File: src/design/serial_pkg.sv
/*
 * Shared constants, types and helpers for the dual serial channel block.
 * Assumes a single 100 MHz core clock and a synchronous active-high reset.
 */
package serial_pkg;
	localparam int unsigned CLK_HZ = 100_000_000;

	// system clock divided by four feeds the prescaler
	localparam logic [1:0] PHI_DIV_LAST = 2'h3;
	localparam int         PRE_W        = 6;

	// byte offsets inside one channel window; address bit 5 picks the channel
	localparam logic [4:0] OFF_MODE      = 5'h00;
	localparam logic [4:0] OFF_BAUD_CTRL = 5'h04;
	localparam logic [4:0] OFF_BAUD_FRAC = 5'h08;
	localparam logic [4:0] OFF_TX        = 5'h0c;
	localparam logic [4:0] OFF_RX        = 5'h10;
	localparam logic [4:0] OFF_STAT      = 5'h14;
	localparam int         CH_SEL_BIT    = 5;

	// mode register fields
	localparam int MODE_LSB = 0;
	localparam int PAR_EN   = 2;
	localparam int PAR_ODD  = 3;
	localparam int WAKE_EN  = 4;
	localparam int RX_EN    = 5;
	localparam int BRG_EN   = 6;

	// baud control fields
	localparam int N_LSB   = 0;
	localparam int TAP_LSB = 4;
	localparam int FE_BIT  = 6;

	// status bits
	localparam int ST_BUSY = 0;
	localparam int ST_FULL = 1;
	localparam int ST_OVR  = 2;
	localparam int ST_PERR = 3;
	localparam int ST_FERR = 4;
	localparam int ST_B8   = 5;

	// 16 sample clocks per bit, votes on the 7th, 8th and 9th
	localparam logic [3:0] VOTE_FIRST = 4'h6;
	localparam logic [3:0] VOTE_LAST  = 4'h8;
	localparam logic [3:0] BIT_LAST   = 4'hf;
	localparam logic [3:0] SYNC_BITS  = 4'h8;
	localparam logic [4:0] FRAC_ONE   = 5'h10;

	typedef enum logic [1:0] {
		SYNC_IO = 2'b00,
		UART7   = 2'b01,
		UART8   = 2'b10,
		UART9   = 2'b11
	} mode_e;

	typedef struct packed {
		logic [7:0]  mode;
		logic [6:0]  bctl;
		logic [3:0]  k;
		logic        tx_busy;
		logic [11:0] tx_sh;
		logic [3:0]  tx_left;
		logic [3:0]  tx_tc;
		logic        sclk;
		logic        rx_act;
		logic [9:0]  rx_sh;
		logic [3:0]  rx_left;
		logic [3:0]  rx_tc;
		logic [1:0]  ones;
		logic [8:0]  rx_data;
		logic        full;
		logic        ovr;
		logic        perr;
		logic        ferr;
		logic [2:0]  sy;
		logic        rxf;
	} chan_s;

	localparam chan_s CHAN_RST = '{
		mode: 8'h00, bctl: 7'h00, k: 4'h0, tx_busy: 1'b0, tx_sh: 12'hfff,
		tx_left: 4'h0, tx_tc: 4'h0, sclk: 1'b1, rx_act: 1'b0, rx_sh: 10'h000,
		rx_left: 4'h0, rx_tc: 4'h0, ones: 2'h0, rx_data: 9'h000, full: 1'b0,
		ovr: 1'b0, perr: 1'b0, ferr: 1'b0, sy: 3'h7, rxf: 1'b1};

	function automatic logic [3:0] data_bits(input logic [1:0] m);
		unique case (m)
			UART7:   data_bits = 4'h7;
			UART9:   data_bits = 4'h9;
			default: data_bits = 4'h8;
		endcase
	endfunction

	// parity only in the 7 and 8 bit frames
	function automatic logic par_on(input logic [7:0] mode);
		par_on = mode[PAR_EN] & (mode[1:0] == UART7 || mode[1:0] == UART8);
	endfunction

	function automatic logic par_of(input logic [8:0] d, input logic [3:0] nb, input logic odd);
		par_of = (^(d & ~(9'h1ff << nb))) ^ odd;
	endfunction
endpackage

File: src/design/brg_if.sv
/*
 * Link between the channel logic and its baud rate generator.
 * Assumes tap strobes are one-cycle pulses on the core clock.
 */
interface brg_if;
	logic [3:0] taps;
	logic [1:0] tap_sel;
	logic [3:0] n;
	logic       frac_en;
	logic [3:0] k;
	logic       sync_mode;
	logic       tick;
	logic       mid;

	modport gen (input taps, tap_sel, n, frac_en, k, sync_mode, output tick, mid);
	modport user (output taps, tap_sel, n, frac_en, k, sync_mode, input tick, mid);
endinterface

File: src/design/prescaler_taps.sv
/*
 * Shared 6-bit prescaler producing four tap strobes (divide by 1, 4, 16, 64
 * of the system clock divided by four). Assumes core_clk domain only.
 */
module prescaler_taps (
	input  wire logic       core_clk,
	input  wire logic       rst,
	input  wire logic       clk_en,
	input  wire logic       run,
	output logic [3:0]      taps
);
	typedef struct packed {
		logic [1:0]                      q;
		logic [serial_pkg::PRE_W-1:0]    pre;
		logic [3:0]                      taps;
	} pre_s;

	pre_s r;
	pre_s n;
	logic base;

	always_comb begin
		n = r;
		base = run & (r.q == serial_pkg::PHI_DIV_LAST);
		n.taps = '0;
		if (run) begin
			n.q = r.q + 2'h1;
		end
		if (base) begin
			n.pre = r.pre + 6'h01;
			n.taps[0] = 1'b1;
			n.taps[1] = (r.pre[1:0] == 2'h3);
			n.taps[2] = (r.pre[3:0] == 4'hf);
			n.taps[3] = (r.pre == 6'h3f);
		end
	end

	always_ff @(posedge core_clk) begin
		if (rst) begin
			r <= '0;
		end else if (clk_en) begin
			r <= n;
		end
	end

	assign taps = r.taps;
endmodule

File: src/design/baud_rate_gen.sv
/*
 * Baud rate divider: integer N or, outside sync mode, fractional N+(16-K)/16 of a selected tap.
 * Assumes tap strobes from the shared prescaler on the same clock.
 */
module baud_rate_gen (
	input  wire logic core_clk,
	input  wire logic rst,
	input  wire logic clk_en,
	brg_if.gen        b
);
	typedef struct packed {
		logic [4:0] cnt;
		logic [3:0] acc;
		logic       stretch;
	} bg_s;

	bg_s        r;
	bg_s        n;
	logic       tick_c;
	logic       mid_c;
	logic       fe;
	logic [4:0] len;
	logic [4:0] cn;
	logic [4:0] sum;

	always_comb begin
		n = r;
		tick_c = 1'b0;
		mid_c = 1'b0;
		fe = b.frac_en & ~b.sync_mode;
		len = ((b.n == 4'h0) ? 5'h10 : {1'b0, b.n}) + {4'h0, r.stretch};
		cn = r.cnt + 5'h01;
		sum = {1'b0, r.acc} + (serial_pkg::FRAC_ONE - {1'b0, b.k});
		if (b.taps[b.tap_sel]) begin
			mid_c = (cn == (len >> 1));
			if (cn >= len) begin
				tick_c = 1'b1;
				n.cnt = 5'h00;
				n.stretch = fe & sum[4];
				n.acc = fe ? sum[3:0] : 4'h0;
			end else begin
				n.cnt = cn;
			end
		end
	end

	always_ff @(posedge core_clk) begin
		if (rst) begin
			r <= '0;
		end else if (clk_en) begin
			r <= n;
		end
	end

	assign b.tick = tick_c;
	assign b.mid = mid_c;
endmodule

File: src/design/serial_channel_baud_generator.sv
/*
 * Two serial channels (UART 7/8/9 bit or synchronous shift I/O) with a
 * shared prescaler and one baud rate generator each, on an Avalon-MM slave.
 * Assumes the serial pins are asynchronous to core_clk; the shift clock pin
 * is driven only in synchronous mode.
 */
// The implementer's own choices: the address map and register access over Avalon-MM.
// How it works
// - two channels, 0 and 1, identical and independent apart from their pins and the shared prescaler
// - each channel runs as UART or as synchronous shift-clock I/O
// - UART frame: start, 7, 8 or 9 data bits LSB first, stop
// - optional parity after data in 7 and 8 bit modes, never in 9 bit
// - ninth bit 1 marks address, 0 marks data
// - 9 bit mode wake-up lets a master address slaves on one link
// - 6-bit prescaler fed by system clock divided by four
// - prescaler runs while the baud generator is the transfer clock
// - two-bit field picks tap divide by 1, 4, 16 or 64
// - fraction off: fraction ignored, divide by integer N 1 to 16
// - fraction on: divide by N plus (16 minus K) sixteenths; sync mode keeps integer N
// - UART bit rate is generator output divided by a further 16
// - synchronous rate equals generator output, no extra divide
// - UART bit spans 16 samples, majority of 7th, 8th, 9th
module serial_channel_baud_generator (
	input  wire logic        core_clk,
	input  wire logic        rst,
	input  wire logic        clk_en,
	input  wire logic [5:0]  avs_address,
	input  wire logic        avs_read,
	input  wire logic        avs_write,
	input  wire logic [31:0] avs_writedata,
	output logic [31:0]      avs_readdata,
	output logic             avs_waitrequest,
	output logic [1:0]       ser_tx_pin,
	input  wire logic [1:0]  ser_rx_pin,
	output logic [1:0]       ser_shift_clk_pin_out,
	output logic [1:0]       ser_shift_clk_pin_oe
);
	typedef struct packed {
		serial_pkg::chan_s [1:0] ch;
		logic                    ack;
		logic [31:0]             rdata;
	} state_s;

	state_s     r;
	state_s     n;
	logic       req;
	logic [3:0] taps;
	logic [1:0] tick;
	logic [1:0] mid;
	logic       run;

	// register read image of one channel
	function automatic logic [31:0] rd_word(input serial_pkg::chan_s c, input logic [4:0] off);
		unique case (off)
			serial_pkg::OFF_MODE:      rd_word = {24'h0, c.mode};
			serial_pkg::OFF_BAUD_CTRL: rd_word = {25'h0, c.bctl};
			serial_pkg::OFF_BAUD_FRAC: rd_word = {28'h0, c.k};
			serial_pkg::OFF_RX:        rd_word = {23'h0, c.rx_data};
			serial_pkg::OFF_STAT:      rd_word = {26'h0, c.rx_data[8], c.ferr, c.perr, c.ovr, c.full, c.tx_busy};
			default:                   rd_word = 32'h0;
		endcase
	endfunction

	// hand a received word to software; old word kept on overrun
	function automatic serial_pkg::chan_s deliver(
		input serial_pkg::chan_s c,
		input logic [8:0]        dat,
		input logic              pe,
		input logic              fe
	);
		deliver = c;
		if (c.full) begin
			deliver.ovr = 1'b1;
		end else begin
			deliver.rx_data = dat;
			deliver.full = 1'b1;
			deliver.perr = pe;
			deliver.ferr = fe;
		end
	endfunction

	// majority of three samples
	function automatic logic vote(input logic [1:0] ones, input logic cur);
		vote = ({1'b0, ones} + {2'b00, cur}) >= 3'h2;
	endfunction

	assign req = avs_read | avs_write;
	assign avs_waitrequest = req & ~r.ack;
	assign avs_readdata = r.rdata;
	assign run = r.ch[0].mode[serial_pkg::BRG_EN] | r.ch[1].mode[serial_pkg::BRG_EN];

	prescaler_taps u_pre (
		.core_clk (core_clk),
		.rst      (rst),
		.clk_en   (clk_en),
		.run      (run),
		.taps     (taps)
	);

	for (genvar g = 0; g < 2; g++) begin : g_ch
		brg_if b ();

		assign b.taps = taps;
		assign b.tap_sel = r.ch[g].bctl[serial_pkg::TAP_LSB +: 2];
		assign b.n = r.ch[g].bctl[serial_pkg::N_LSB +: 4];
		assign b.frac_en = r.ch[g].bctl[serial_pkg::FE_BIT];
		assign b.k = r.ch[g].k;
		assign b.sync_mode = (r.ch[g].mode[1:0] == serial_pkg::SYNC_IO);
		// generator output is masked unless it is the chosen transfer clock
		assign tick[g] = b.tick & r.ch[g].mode[serial_pkg::BRG_EN];
		assign mid[g] = b.mid & r.ch[g].mode[serial_pkg::BRG_EN];

		baud_rate_gen u_bg (
			.core_clk (core_clk),
			.rst      (rst),
			.clk_en   (clk_en),
			.b        (b)
		);

		assign ser_tx_pin[g] = r.ch[g].tx_sh[0];
		assign ser_shift_clk_pin_out[g] = r.ch[g].sclk;
		assign ser_shift_clk_pin_oe[g] = b.sync_mode;
	end

	always_comb begin
		logic        wr;
		logic        rd;
		logic        sync;
		logic [3:0]  d;
		logic        p;
		logic [3:0]  total;
		logic [11:0] fr;
		logic [9:0]  w;
		logic        bv;
		logic [4:0]  off;
		wr = 1'b0;
		rd = 1'b0;
		sync = 1'b0;
		d = 4'h0;
		p = 1'b0;
		total = 4'h0;
		fr = 12'h0;
		w = 10'h0;
		bv = 1'b0;
		off = avs_address[4:0];
		n = r;
		n.ack = req & ~r.ack;
		// read data only moves when a read is taken
		if (avs_read & ~r.ack) begin
			n.rdata = rd_word(r.ch[avs_address[serial_pkg::CH_SEL_BIT]], off);
		end
		for (int c = 0; c < 2; c++) begin
			wr = r.ack & avs_write & (avs_address[serial_pkg::CH_SEL_BIT] == 1'(c));
			rd = r.ack & avs_read & (avs_address[serial_pkg::CH_SEL_BIT] == 1'(c));
			sync = (r.ch[c].mode[1:0] == serial_pkg::SYNC_IO);
			d = serial_pkg::data_bits(r.ch[c].mode[1:0]);
			p = serial_pkg::par_on(r.ch[c].mode);
			total = d + {3'h0, p} + 4'h2;

			// pin synchroniser and agreement filter
			n.ch[c].sy = {r.ch[c].sy[1:0], ser_rx_pin[c]};
			if (r.ch[c].sy[1] == r.ch[c].sy[2]) begin
				n.ch[c].rxf = r.ch[c].sy[2];
			end

			if (rd && off == serial_pkg::OFF_RX) begin
				n.ch[c].full = 1'b0;
			end
			if (wr) begin
				unique case (off)
					serial_pkg::OFF_MODE:      n.ch[c].mode = avs_writedata[7:0];
					serial_pkg::OFF_BAUD_CTRL: n.ch[c].bctl = avs_writedata[6:0];
					serial_pkg::OFF_BAUD_FRAC: n.ch[c].k = avs_writedata[3:0];
					serial_pkg::OFF_STAT: begin
						n.ch[c].ovr = r.ch[c].ovr & ~avs_writedata[serial_pkg::ST_OVR];
						n.ch[c].perr = r.ch[c].perr & ~avs_writedata[serial_pkg::ST_PERR];
						n.ch[c].ferr = r.ch[c].ferr & ~avs_writedata[serial_pkg::ST_FERR];
					end
					serial_pkg::OFF_TX: begin
						if (!r.ch[c].tx_busy) begin
							n.ch[c].tx_busy = 1'b1;
							n.ch[c].tx_tc = 4'h0;
							if (sync) begin
								n.ch[c].tx_sh = {4'hf, avs_writedata[7:0]};
								n.ch[c].tx_left = serial_pkg::SYNC_BITS;
								n.ch[c].rx_sh = 10'h000;
							end else begin
								// stop and idle ones above data and parity
								fr = 12'hfff << (d + {3'h0, p});
								fr = fr | ({3'h0, avs_writedata[8:0]} & ~(12'hfff << d));
								if (p) begin
									fr[d] = serial_pkg::par_of(avs_writedata[8:0], d,
										r.ch[c].mode[serial_pkg::PAR_ODD]);
								end
								// idle lead bit holds the pin until the next tick, so the start bit is whole
								n.ch[c].tx_sh = {fr[9:0], 2'b01};
								n.ch[c].tx_left = total + 4'h1;
								n.ch[c].tx_tc = serial_pkg::BIT_LAST;
							end
						end
					end
					default: ;
				endcase
			end

			if (sync) begin
				n.ch[c].rx_act = 1'b0;
				if (r.ch[c].tx_busy && tick[c]) begin
					if (r.ch[c].tx_tc == 4'h0) begin
						n.ch[c].tx_tc = 4'h1;
						n.ch[c].sclk = 1'b0;
					end else begin
						n.ch[c].tx_sh = {1'b1, r.ch[c].tx_sh[11:1]};
						n.ch[c].tx_left = r.ch[c].tx_left - 4'h1;
						if (r.ch[c].tx_left == 4'h1) begin
							n.ch[c].tx_busy = 1'b0;
							if (r.ch[c].mode[serial_pkg::RX_EN]) begin
								n.ch[c] = deliver(n.ch[c], {1'b0, r.ch[c].rx_sh[9:2]}, 1'b0, 1'b0);
							end
						end else begin
							n.ch[c].sclk = 1'b0;
						end
					end
				end
				// receive on the rising shift clock
				if (r.ch[c].tx_busy && mid[c] && !r.ch[c].sclk) begin
					n.ch[c].sclk = 1'b1;
					n.ch[c].rx_sh = {r.ch[c].rxf, r.ch[c].rx_sh[9:1]};
				end
			end else begin
				n.ch[c].sclk = 1'b1;
				if (r.ch[c].tx_busy && tick[c]) begin
					n.ch[c].tx_tc = r.ch[c].tx_tc + 4'h1;
					if (r.ch[c].tx_tc == serial_pkg::BIT_LAST) begin
						n.ch[c].tx_sh = {1'b1, r.ch[c].tx_sh[11:1]};
						n.ch[c].tx_left = r.ch[c].tx_left - 4'h1;
						n.ch[c].tx_busy = (r.ch[c].tx_left != 4'h1);
					end
				end

				if (!r.ch[c].mode[serial_pkg::RX_EN]) begin
					n.ch[c].rx_act = 1'b0;
				end else if (tick[c]) begin
					if (!r.ch[c].rx_act) begin
						if (!r.ch[c].rxf) begin
							n.ch[c].rx_act = 1'b1;
							n.ch[c].rx_tc = 4'h1;
							n.ch[c].ones = 2'h0;
							n.ch[c].rx_left = total;
						end
					end else begin
						n.ch[c].rx_tc = r.ch[c].rx_tc + 4'h1;
						if (r.ch[c].rx_tc >= serial_pkg::VOTE_FIRST && r.ch[c].rx_tc < serial_pkg::VOTE_LAST) begin
							n.ch[c].ones = r.ch[c].ones + {1'b0, r.ch[c].rxf};
						end
						if (r.ch[c].rx_tc == serial_pkg::VOTE_LAST) begin
							bv = vote(r.ch[c].ones, r.ch[c].rxf);
							n.ch[c].ones = 2'h0;
							n.ch[c].rx_left = r.ch[c].rx_left - 4'h1;
							if (r.ch[c].rx_left == total) begin
								// start bit that votes high is a glitch
								n.ch[c].rx_act = ~bv;
							end else if (r.ch[c].rx_left == 4'h1) begin
								n.ch[c].rx_act = 1'b0;
								w = r.ch[c].rx_sh >> (4'ha - d - {3'h0, p});
								// wake-up: only address frames pass
								if (!(r.ch[c].mode[serial_pkg::WAKE_EN] && r.ch[c].mode[1:0] == serial_pkg::UART9)
									|| w[8]) begin
									n.ch[c] = deliver(n.ch[c], w[8:0] & ~(9'h1ff << (d + {3'h0, p})),
										p & (w[d] != serial_pkg::par_of(w[8:0], d,
										r.ch[c].mode[serial_pkg::PAR_ODD])), ~bv);
								end
							end else begin
								n.ch[c].rx_sh = {bv, r.ch[c].rx_sh[9:1]};
							end
						end
					end
				end
			end
		end
	end

	always_ff @(posedge core_clk) begin
		if (rst) begin
			r.ch <= {serial_pkg::CHAN_RST, serial_pkg::CHAN_RST};
			r.ack <= 1'b0;
			r.rdata <= 32'h0;
		end else if (clk_en) begin
			r <= n;
		end
	end
endmodule

File: config.mk
export PLATFORM = sky130hd
export DESIGN_NAME = serial_channel_baud_generator
export DESIGN_NICKNAME = d
export VERILOG_FILES = /design/src/design/serial_pkg.sv /design/src/design/brg_if.sv /design/src/design/prescaler_taps.sv /design/src/design/baud_rate_gen.sv /design/src/design/serial_channel_baud_generator.sv
export SDC_FILE = /design/constraint.sdc
export NUM_CORES = 1
export LEC_CHECK = 0
export BUFFER_PORTS_ARGS = -buffer_cell sky130_fd_sc_hd__buf_2
export CAP_MARGIN = 15
export CORE_MARGIN = 1.5
export CORE_UTILIZATION = 50
export CTS_BUF_LIST = sky130_fd_sc_hd__clkbuf_16
export CTS_CLUSTER_DIAMETER = 200
export DETAILED_ROUTE_END_ITERATION = 10
export GPL_TIMING_DRIVEN = 0
export HOLD_SLACK_MARGIN = 0.06
export MAX_ROUTING_LAYER = met4
export PLACE_DENSITY = 0.79
export SLEW_MARGIN = 20
export SYNTH_ARGS = -nofsm -noshare
export SYNTH_HDL_FRONTEND = slang
export SYNTH_SLANG_ARGS = --single-unit
File: constraint.sdc
create_clock -name core_clk -period 3.2 [get_ports core_clk]
set_input_delay 0.16 -clock core_clk [delete_from_list [all_inputs] [get_ports core_clk]]
set_output_delay 0.16 -clock core_clk [all_outputs]
set_load 0.01 [all_outputs]
# Yosys cells after proc, flatten, opt, wreduce, memory -nomap -nowiden
# Index checks and enable logic that the tools add are counted.
# W data, S select, Z words.
# word_totals
regBits,223
in_bits,45
out_inout_bits,39
wordCells,449
# classes
add_sub_neg,32
order_cmp,15
n_eq_ne,61
n_shift,10
n_mux,158
bitwise_logic,58
reduce_logical,64
# op_table
operator,n
$mux W79,22
$mux W41,6
$mux W10,24
$mux W17,14
$mux W21,8
$mux W37,4
$mux W60,2
$mux W42,2
$mux W40,2
$and A9 B9 Y9,6
$mux W27,2
$shl A12 B4 Y12 const A,4
$pmux W9 S5,1
$mux W20,2
$reduce_and A10 Y1,4
$not A9 Y9,4
$reduce_xor A9 Y1,4
$shl A9 B4 Y9 const A,4
$mux W16,2
$mux W1,30
$mux W5,6
$mux W4,7
$reduce_and A14 Y1,2
$and A1 B1 Y1,27
other kinds (66),209

# Longest topological paths before layout
# Gate-level depths: netlist of the first run.
# depth
ltp_word,30
mapped_depth,17

# Cells and area by module
# Synthesis of the first run repeated with hierarchy kept, for this count alone.
# unflattened
hier_cells,1660
area_unflattened_um2,13181.4
# modules_own_cells
module,instances,cells_each,area_per_inst_um2
serial_channel_baud_generator,1,1401,10995.5
baud_rate_gen,2,101,835.8
prescaler_taps,1,57,514.2

# Least setup slack after synthesis of the first run
# Ideal clock, no wire load.
# synth_timing
kind,register to register
startpoint,register r[104] in the netlist's numbering
endpoint,register r[38] in the netlist's numbering
setup_ps,62
arrival_time_ps,3427
t_required_ps,3138
path_slack_ps,-289
path_stages_with_launch,14
n_path_buf,2
period_less_slack_ps,3489
cell_sequence,dfxtp_1 -> buf_2 -> inv_1 -> ha_1 -> buf_4 -> or4b_2 -> o211ai_1 -> o21ai_0 -> a32o_1 -> xnor3_1 -> and3_1 -> or3_1 -> a2111o_1 -> nand3_1
# synth_between
elab_chain_cells,26
# synth_lines
element,line_no,text
start: declaration,serial_channel_baud_generator.sv:44,state_s r;
start signal: assignment,serial_channel_baud_generator.sv:289,r <= n;
branches (longest 25 deep; another with $sub A4 B4 Y4),--,
$mux W79 *,serial_channel_baud_generator.sv:206,if (sync) begin
# Every way passes the cells marked *. The select of a mux whose other input is x is not followed.
# A chain may end at the register's enable or synchronous reset.

# Final worst setup path of the first run
# Ends and elaborated chain as after synthesis.

==> results by group, run 1 <==
Worst setup path
  – Reg-to-Reg Start: r[104]$_SDFFE_PP0P_
  – Critical Path Most Common Cell: or3_1
  – Slowest stage delay, CP: around 0.4 ns
  – CP Data Arrival Time: between 3 and 4 ns
  – R2R setup slack: -0.1 ns
  – Worst R2R Path Depth: 13
  – Worst-path cell chain: buf_8, inv_4, ha_4, nand3b_4, buf_6, o32ai_4, or3_1, nor3_2, or3_1, o32a_1, or3_1, a2111o_1, nand3_1
  – Critical path start-end classification: reg -> reg
  – CP max stage cell: dfxtp_4
  – CP Launch Type: flop
  – Crit Path Max Fanout: 7
  – Required @ worst endpoint: ~3.6 ns
  – CP Capture Type: flop
  – Worst R2R End: r[38]$_SDFFE_PP0P_

Layout
  – Most frequent cells in the layout: dfxtp_1, nor2_1, nand2_1
  – Most common cell after layout, fill and taps aside: dfxtp_1
  – Area Overhead vs Synth: 21.2%
  – Final Net Count: 1973
  – Share of cells above drive strength 1: 0.181
  – Sequential cell area: roughly 0.0040 sq mm
  – Multi-input logic area: 0.00934 sq mm
  – Fill count: ~2300
  – Fin cells: between 2000 and 2500

Timing
  – Final worst setup slack: -0.0990 ns
  – Final min period: approximately 3.3 ns
  – Max-slew headroom: 0.221
  – Slew @ Worst Pin: between 1 and 1.5 ns
  – RSZ-0062 raised after global routing: true
  – Layout Skew: 0.0115 ns
  – Hold Vio Cnt, Final: 0
  – Fin crit share: 1.03
  – Slew Limit Fails: 0
  – Final setup violation count: 4
  – Highest clock rate: slightly above 300 MHz

Power and ir drop
  – P_leak: a little under 6 nW
  – Power Total: between 5 and 6 mW
  – Worst IR Drop VDD: between 0.0003 and 0.0004 V
  – PwrDens: between 300 and 400 mW/mm^2

Route
  – WL/cell: between 20 and 25 microns
  – Router iterations before antenna repair: 6
  – Routed Antenna Nets: 0
  – Via count: about 14000
  – Drt via density: around 6.5
  – DR DRC count: 0
  – Initial DRC Count: 1545
  – Total Wirelength: ~49000 microns

Floorplan
  – Die width: about 170 microns
  – Full die area: between 0.02 and 0.03 sq mm
  – Initial core utilization: 0.513
  – Cell Rows: roughly 60
  – Die Ht: between 150 and 200 microns
  – Core area: around 0.026 sq mm
  – # IOs: between 80 and 90

Synth
  – Post-synthesis mux area share: 0.0612
  – Post-Synth XOR/XNOR Area: 0.0512
  – Syn Area/Cell: 7.80 sq um
  – Adder-cell share of the synthesized area: 0.0578
  – Netlist Area Pre-Place: roughly 0.013 sq mm
  – Post-synth EDFFs: 0
  – Compound-cell area share of the yosys netlist: 0.222
  – Asr flop ratio synth: 0
  – Synth warn: 0
  – Largest family of logic cells by synthesized area: simple AND/OR/NAND/NOR gates
  – Syn Inst Count: between 1500 and 2000
  – #FFs+latches synth: 200
  – Post-Synth Simple-Gate Area: 0.236
  – Netlist cell types: 85
  – Ys flop type: dfxtp_1
  – Register area share after synthesis: 0.298

GRT
  – Global-route wire length before repair: approximately 75000 microns
  – Initial antenna violation count: 1
  – Pin count of the biggest net entering global routing: 20
  – Number of global-route vias before repair: around 13000
  – Grt ovf: 0
  – Total GRT Usage: 0.354

Min path
  – Hold Path Depth: 3
  – Min-Delay Endpoint: r[111]$_SDFFE_PP0P_
  – Hold WC Path Type: in -> reg
  – HP Start: avs_writedata[7]

Clock tree
  – Cts bufs inserted: 17
  – Clock sink count: 200
  – Worst-case clock buffer depth: 2
  – Clock slew at reported path FFs: approximately 0.08 ns
  – H-tree lvl count: 4
  – CTS root buf: clkbuf_16
  – Skew-Pair Late Insertion Delay: approximately 0.45 ns
  – TritonCTS clock tree: built

Placed design
  – Post-DP HPWL: roughly 35000 microns
  – Inst Count DP: 2115
  – IO Port Bufs: 31
  – Routability cong.: ~0.98

Run
  – Max_cap viols: 0

Run status
  – Failing checks: negative setup slack
  – Status: finished, violations left
[per-layer routing]
metal	up-vias	GRT usage	part of all wire	routed length, microns
li1	6488	-	-	-
met3	192	0.0701	0.094	4610
met1	6830	0.425	0.39	19200
met2	875	0.566	0.46	22700
met4	0	0.175	0.054	2640
met5	-	-	0	0
[power by group]
| part | internal, mW | leakage [nW] | switching (mW) |
|---|---|---|---|
| combinational | 0.113 | 4.01 | 0.270 |
| sequential | 2.50 | 1.62 | 0.0168 |
| clock | 1.27 | 0.308 | 1.10 |
| total | 3.88 | 5.94 | 1.39 |
[cell usage after synthesis, drive strengths merged (5+ instances only)]
master	number	area [sq um]
o21ai	53	265
or4	11	82.6
nand4	18	113
a32oi	13	114
a211o	17	149
a211oi	28	220
nor2	177	672
buf	60	395
or3	22	138
a311oi	14	123
mux2	10	116
or2	5	31.3
o221ai	9	78.8
and3	14	87.6
xor2	25	219
nor2b	16	100
o32ai	7	61.3
xnor2	46	403
nor3b	6	45.0
o21a	6	45.0
o41ai	5	43.8
o31ai	6	45.0
nand3b	8	72.6
a221oi	17	149
ha	59	738
a21o	18	135
dfxtp	200	4000
a22o	12	105
and2	19	119
inv	60	225
nand2b	27	169
nand2	170	638
clkbuf	96	360
o311ai	5	43.8
a22oi	20	150
mux4	5	113
nor4	17	106
o22ai	16	100
mux2i	59	594
o211ai	20	150
nor3	59	305
nand3	73	365
a31oi	11	68.8
a21oi	134	674
[stage by stage]
| step | TNS (ns) | worst slack, ns | utilization | cell area, sq um | hold WS (ns) |
|---|---|---|---|---|---|
| floorplan | -0.0180 | -0.0180 | - | 13600 | 0.282 |
| global placement | -40.41 | -0.887 | 0.541 | 14200 | 0.370 |
| detailed placement | -40.20 | -0.763 | 0.542 | 14200 | 0.378 |
| CTS | -0.115 | -0.0905 | 0.604 | 15800 | 0.137 |
| global route | -1.25 | -0.214 | 0.622 | 16300 | 0.150 |
| finish | -0.198 | -0.0990 | 0.622 | 16300 | 0.164 |
[what timing repair did]
| item | CTS | global route |
|---|---|---|
| hold buffers | 2 | 0 |
| cloned | 2 | 1 |
| buffers inserted | 57 | 16 |
| resized for setup | 121 | 94 |
| pin swaps | 34 | 30 |
| hold endpoints to repair | 2 | 0 |
| endpoints found under the setup margin | 103 | 90 |
[worst max-delay path by stage]
stage | startpoint | endpoint | slack (ns) | depth (start not counted)
after floorplan | r[104]$_SDFFE_PP0P_ | r[38]$_SDFFE_PP0P_ | -0.02 | 14
after detailed placement | r[184]$_SDFFE_PP0P_ | r[122]$_SDFFE_PP0P_ | -0.76 | 12
after global routing | r[104]$_SDFFE_PP0P_ | r[49]$_SDFFE_PP0P_ | -0.21 | 17
after global placement | g_ch[1].b.n[0]$_SDFFE_PP0P_ | r[168]$_SDFFE_PP1P_ | -0.89 | 12
final | r[104]$_SDFFE_PP0P_ | r[38]$_SDFFE_PP0P_ | -0.1 | 13
after CTS | r[104]$_SDFFE_PP0P_ | r[38]$_SDFFE_PP0P_ | -0.09 | 14
[logic make-up (layout without fill, tap and decap cells)]
group | count (synthesis) | count (layout)
and+or+nand+nor | 657 | 658
AOI/OAI and AO/OA | 440 | 440
buffers and inverters | 218 | 350
DFF | 200 | 200
xor gates and xnor gates | 74 | 74
muxes | 74 | 74
adders and majority gates | 61 | 61
other | 1 | 24
[state kept, by name, indices dropped and copies added, names as in the netlist]
register and cells:
g_ch.b.frac_en 2, g_ch.u_bg.r 20, g_ch.b.n 8, avs_readdata 9
u_pre.taps 4, g_ch.b.tap_sel 4, ser_tx_pin 2, r 133
u_pre.r 8, ser_shift_clk_pin_out 2, g_ch.b.k 8
[cell type report]
class	instances	share of cell area
antenna	1	0.000153
buffer	147	0.0516
clock buffer	17	0.0261
clock inverter	15	0.0130
inverter	62	0.0158
multi-input combinational	1330	0.573
sequential	200	0.247
tap	335	0.0257
timing repair buffer	109	0.0485
[worst max-delay path: cells and delay by family (launching register included)]
family / cells / cell delay [ns]
buffers and inverters: 3 / 0.30
AOI/OAI and AO/OA: 3 / 1.04
adders and majority gates: 1 / 0.32
and+or+nand+nor: 6 / 1.16
DFF: 1 / 0.40
Power figures use the tool's default switching activity.
==> run 2, diff against run 1 <==
--- a/config.mk
+++ b/config.mk
@@ -7,15 +7,17 @@
 export LEC_CHECK = 0
 export BUFFER_PORTS_ARGS = -buffer_cell sky130_fd_sc_hd__buf_2
 export CAP_MARGIN = 15
+export CELL_PAD_IN_SITES_DETAIL_PLACEMENT = 2
+export CELL_PAD_IN_SITES_GLOBAL_PLACEMENT = 2
 export CORE_MARGIN = 1.5
-export CORE_UTILIZATION = 50
+export CORE_UTILIZATION = 33
 export CTS_BUF_LIST = sky130_fd_sc_hd__clkbuf_16
 export CTS_CLUSTER_DIAMETER = 200
 export DETAILED_ROUTE_END_ITERATION = 10
 export GPL_TIMING_DRIVEN = 0
 export HOLD_SLACK_MARGIN = 0.06
 export MAX_ROUTING_LAYER = met4
-export PLACE_DENSITY = 0.79
+export PLACE_DENSITY = 0.85
 export SLEW_MARGIN = 20
 export SYNTH_ARGS = -nofsm -noshare
 export SYNTH_HDL_FRONTEND = slang
==> run 2 against run 1 <==
  * The run still ends with negative setup slack left
  * Design area grew 3.8%
  * Clock skew rose by 0.011 ns
  * Clock-buffer cell count grew 1
  * Critical path depth fell by 6
  * Largest cell class unchanged
  * Clock power increased by 5%
==> results by group, run 2 (same netlist as run 1, synthesis figures left out) <==
Layout
  – Most common cell after layout, fill and taps aside: dfxtp_1
  – Multi-input logic area: 0.00960 sq mm
  – Reg with most FFs: r
  – Share of cells above drive strength 1: 0.210
  – Area Overhead vs Synth: 25.9%
  – Fill count: approximately 4500
  – Most frequent cells in the layout: dfxtp_1, nor2_1, nand2_1
  – Sequential cell area: slightly above 0.004 sq mm
  – Max reg flops: about 130
  – Final Net Count: ~2000

Route
  – DR DRC count: 0
  – Top Layer Used: met4
  – Initial DRC Count: approximately 1200
  – Routed Antenna Nets: 0
  – Met2 WL post-DR: between 30000 and 40000 microns
  – WL/cell: about 30 microns
  – Met1 Wirelength: approximately 28000 microns
  – Router iterations before antenna repair: 9
  – Total Wirelength: approximately 73000 microns
  – Met3 wire len: between 4000 and 5000 microns
  – Drt via density: around 6.3
  – Via count: around 15000

Floorplan
  – Cell Rows: 73
  – # IOs: between 80 and 90
  – Die Ht: 205 microns
  – Core area: between 0.04 and 0.05 sq mm
  – Initial core utilization: 0.336
  – Die width: a little over 200 microns
  – Full die area: around 0.042 sq mm

Worst setup path
  – Crit Path Max Fanout: 11
  – Critical path start-end classification: in -> reg
  – CP Data Arrival Time: between 3 and 4 ns
  – CP Capture Type: flop
  – CP Launch Type: input port
  – Required @ worst endpoint: between 3 and 4 ns
  – R2R setup slack: -0.33 ns

GRT
  – Grt ovf: 0
  – Initial antenna violation count: 1
  – Pin count of the biggest net entering global routing: 19
  – Global-route wire length before repair: about 100000 microns
  – Total GRT Usage: 0.328
  – Number of global-route vias before repair: 16200

Timing
  – Slew @ Worst Pin: approximately 1.3 ns
  – RSZ-0062 raised after global routing: true
  – Final worst setup slack: -0.372 ns
  – Max-slew headroom: 0.142
  – Fin Setup TNS: -4.86 ns
  – Hold Vio Cnt, Final: 0
  – Highest clock rate: about 280 MHz
  – Fin crit share: 1.12
  – Hold Slack: 0.182 ns
  – Final setup violation count: 40
  – Final min period: 3.57 ns
  – Layout Skew: 0.0228 ns
  – Slew Limit Fails: 0

Clock tree
  – H-tree lvl count: 4
  – Skew-Pair Late Insertion Delay: between 0.4 and 0.5 ns
  – TritonCTS clock tree: built
  – Cts bufs inserted: 17
  – Clock slew at reported path FFs: around 0.08 ns
  – CTS root buf: clkbuf_16
  – Clock sink count: 200
  – Worst-case clock buffer depth: 2

Run
  – Max_cap viols: 0

Placed design
  – IO Port Bufs: 31
  – Routability cong.: between 0.9 and 1
  – Post-DP HPWL: about 45000 microns

Power and ir drop
  – P_leak: between 6 and 7 nW
  – PwrDens: ~320 mW/mm^2
  – Worst IR Drop VDD: around 0.00032 V
  – Power Total: ~5.4 mW

Min path
  – Hold WC Path Type: in -> reg

Run status
  – Status: finished, violations left
  – Failing checks: negative setup slack
-- run 2: cell type report --
cell class                 instances  area share
antenna                            1    0.000148
buffer                           145      0.0505
clock buffer                      18      0.0266
clock inverter                    14      0.0111
inverter                          62      0.0151
multi-input combinational       1331       0.567
sequential                       200       0.238
tap                              525      0.0388
timing repair buffer             121      0.0530
-- run 2: worst max-delay path: stages --
cell and delay, ns:
buf_2 0.10, clkbuf_1 0.64, clkbuf_1 1.01, clkbuf_1 0.67, clkbuf_1 0.84, nand4_1 0.30, a21oi_1 0.22
-- run 2: final timing paths --
kind / startpoint / end / cells after the start
setup / recovery: clk_en / r[37]$_SDFFE_PP0P_ / 7
hold reg to reg: avs_readdata[3]$_SDFFE_PP0P_ / avs_readdata[3]$_SDFFE_PP0P_ / 2
setup reg to reg: r[104]$_SDFFE_PP0P_ / r[38]$_SDFFE_PP0P_ / 12
hold / removal: avs_writedata[7] / r[111]$_SDFFE_PP0P_ / 3
-- run 2: metal layers --
layer | up-vias | track usage
li1 | 6510 | -
met2 | 710 | 0.549
met3 | 299 | 0.0598
met1 | 7827 | 0.361
met4 | 0 | 0.202
met5 | - | -
-- run 2: per-stage QoR --
| step | setup slack (ns) | utilization | std cells | instance area (sq um) |
|---|---|---|---|---|
| after floorplan | -0.0180 | - | 1747 | 13600 |
| after global placement | -1.15 | 0.360 | 2303 | 14400 |
| after detailed placement | -0.938 | 0.361 | 2305 | 14500 |
| after CTS | -0.133 | 0.406 | 2392 | 16300 |
| after global routing | -0.355 | 0.423 | 2417 | 16900 |
| final | -0.372 | 0.423 | 2417 | 16900 |
-- run 2: timing repair --
action | 4_1_cts | 5_1_grt
hold endpoints to repair | 2 | 0
buffers inserted | 60 | 25
gates cloned | 2 | 1
hold buffers | 2 | 0
pin swaps | 43 | 50
gates resized for setup | 152 | 113
endpoints found under the setup margin | 112 | 104
-- run 2: power by group --
part / switching [mW] / internal, mW / total (mW)
clock network: 1.20 / 1.30 / 2.50
registers: 0.0186 / 2.50 / 2.52
logic: 0.308 / 0.114 / 0.422
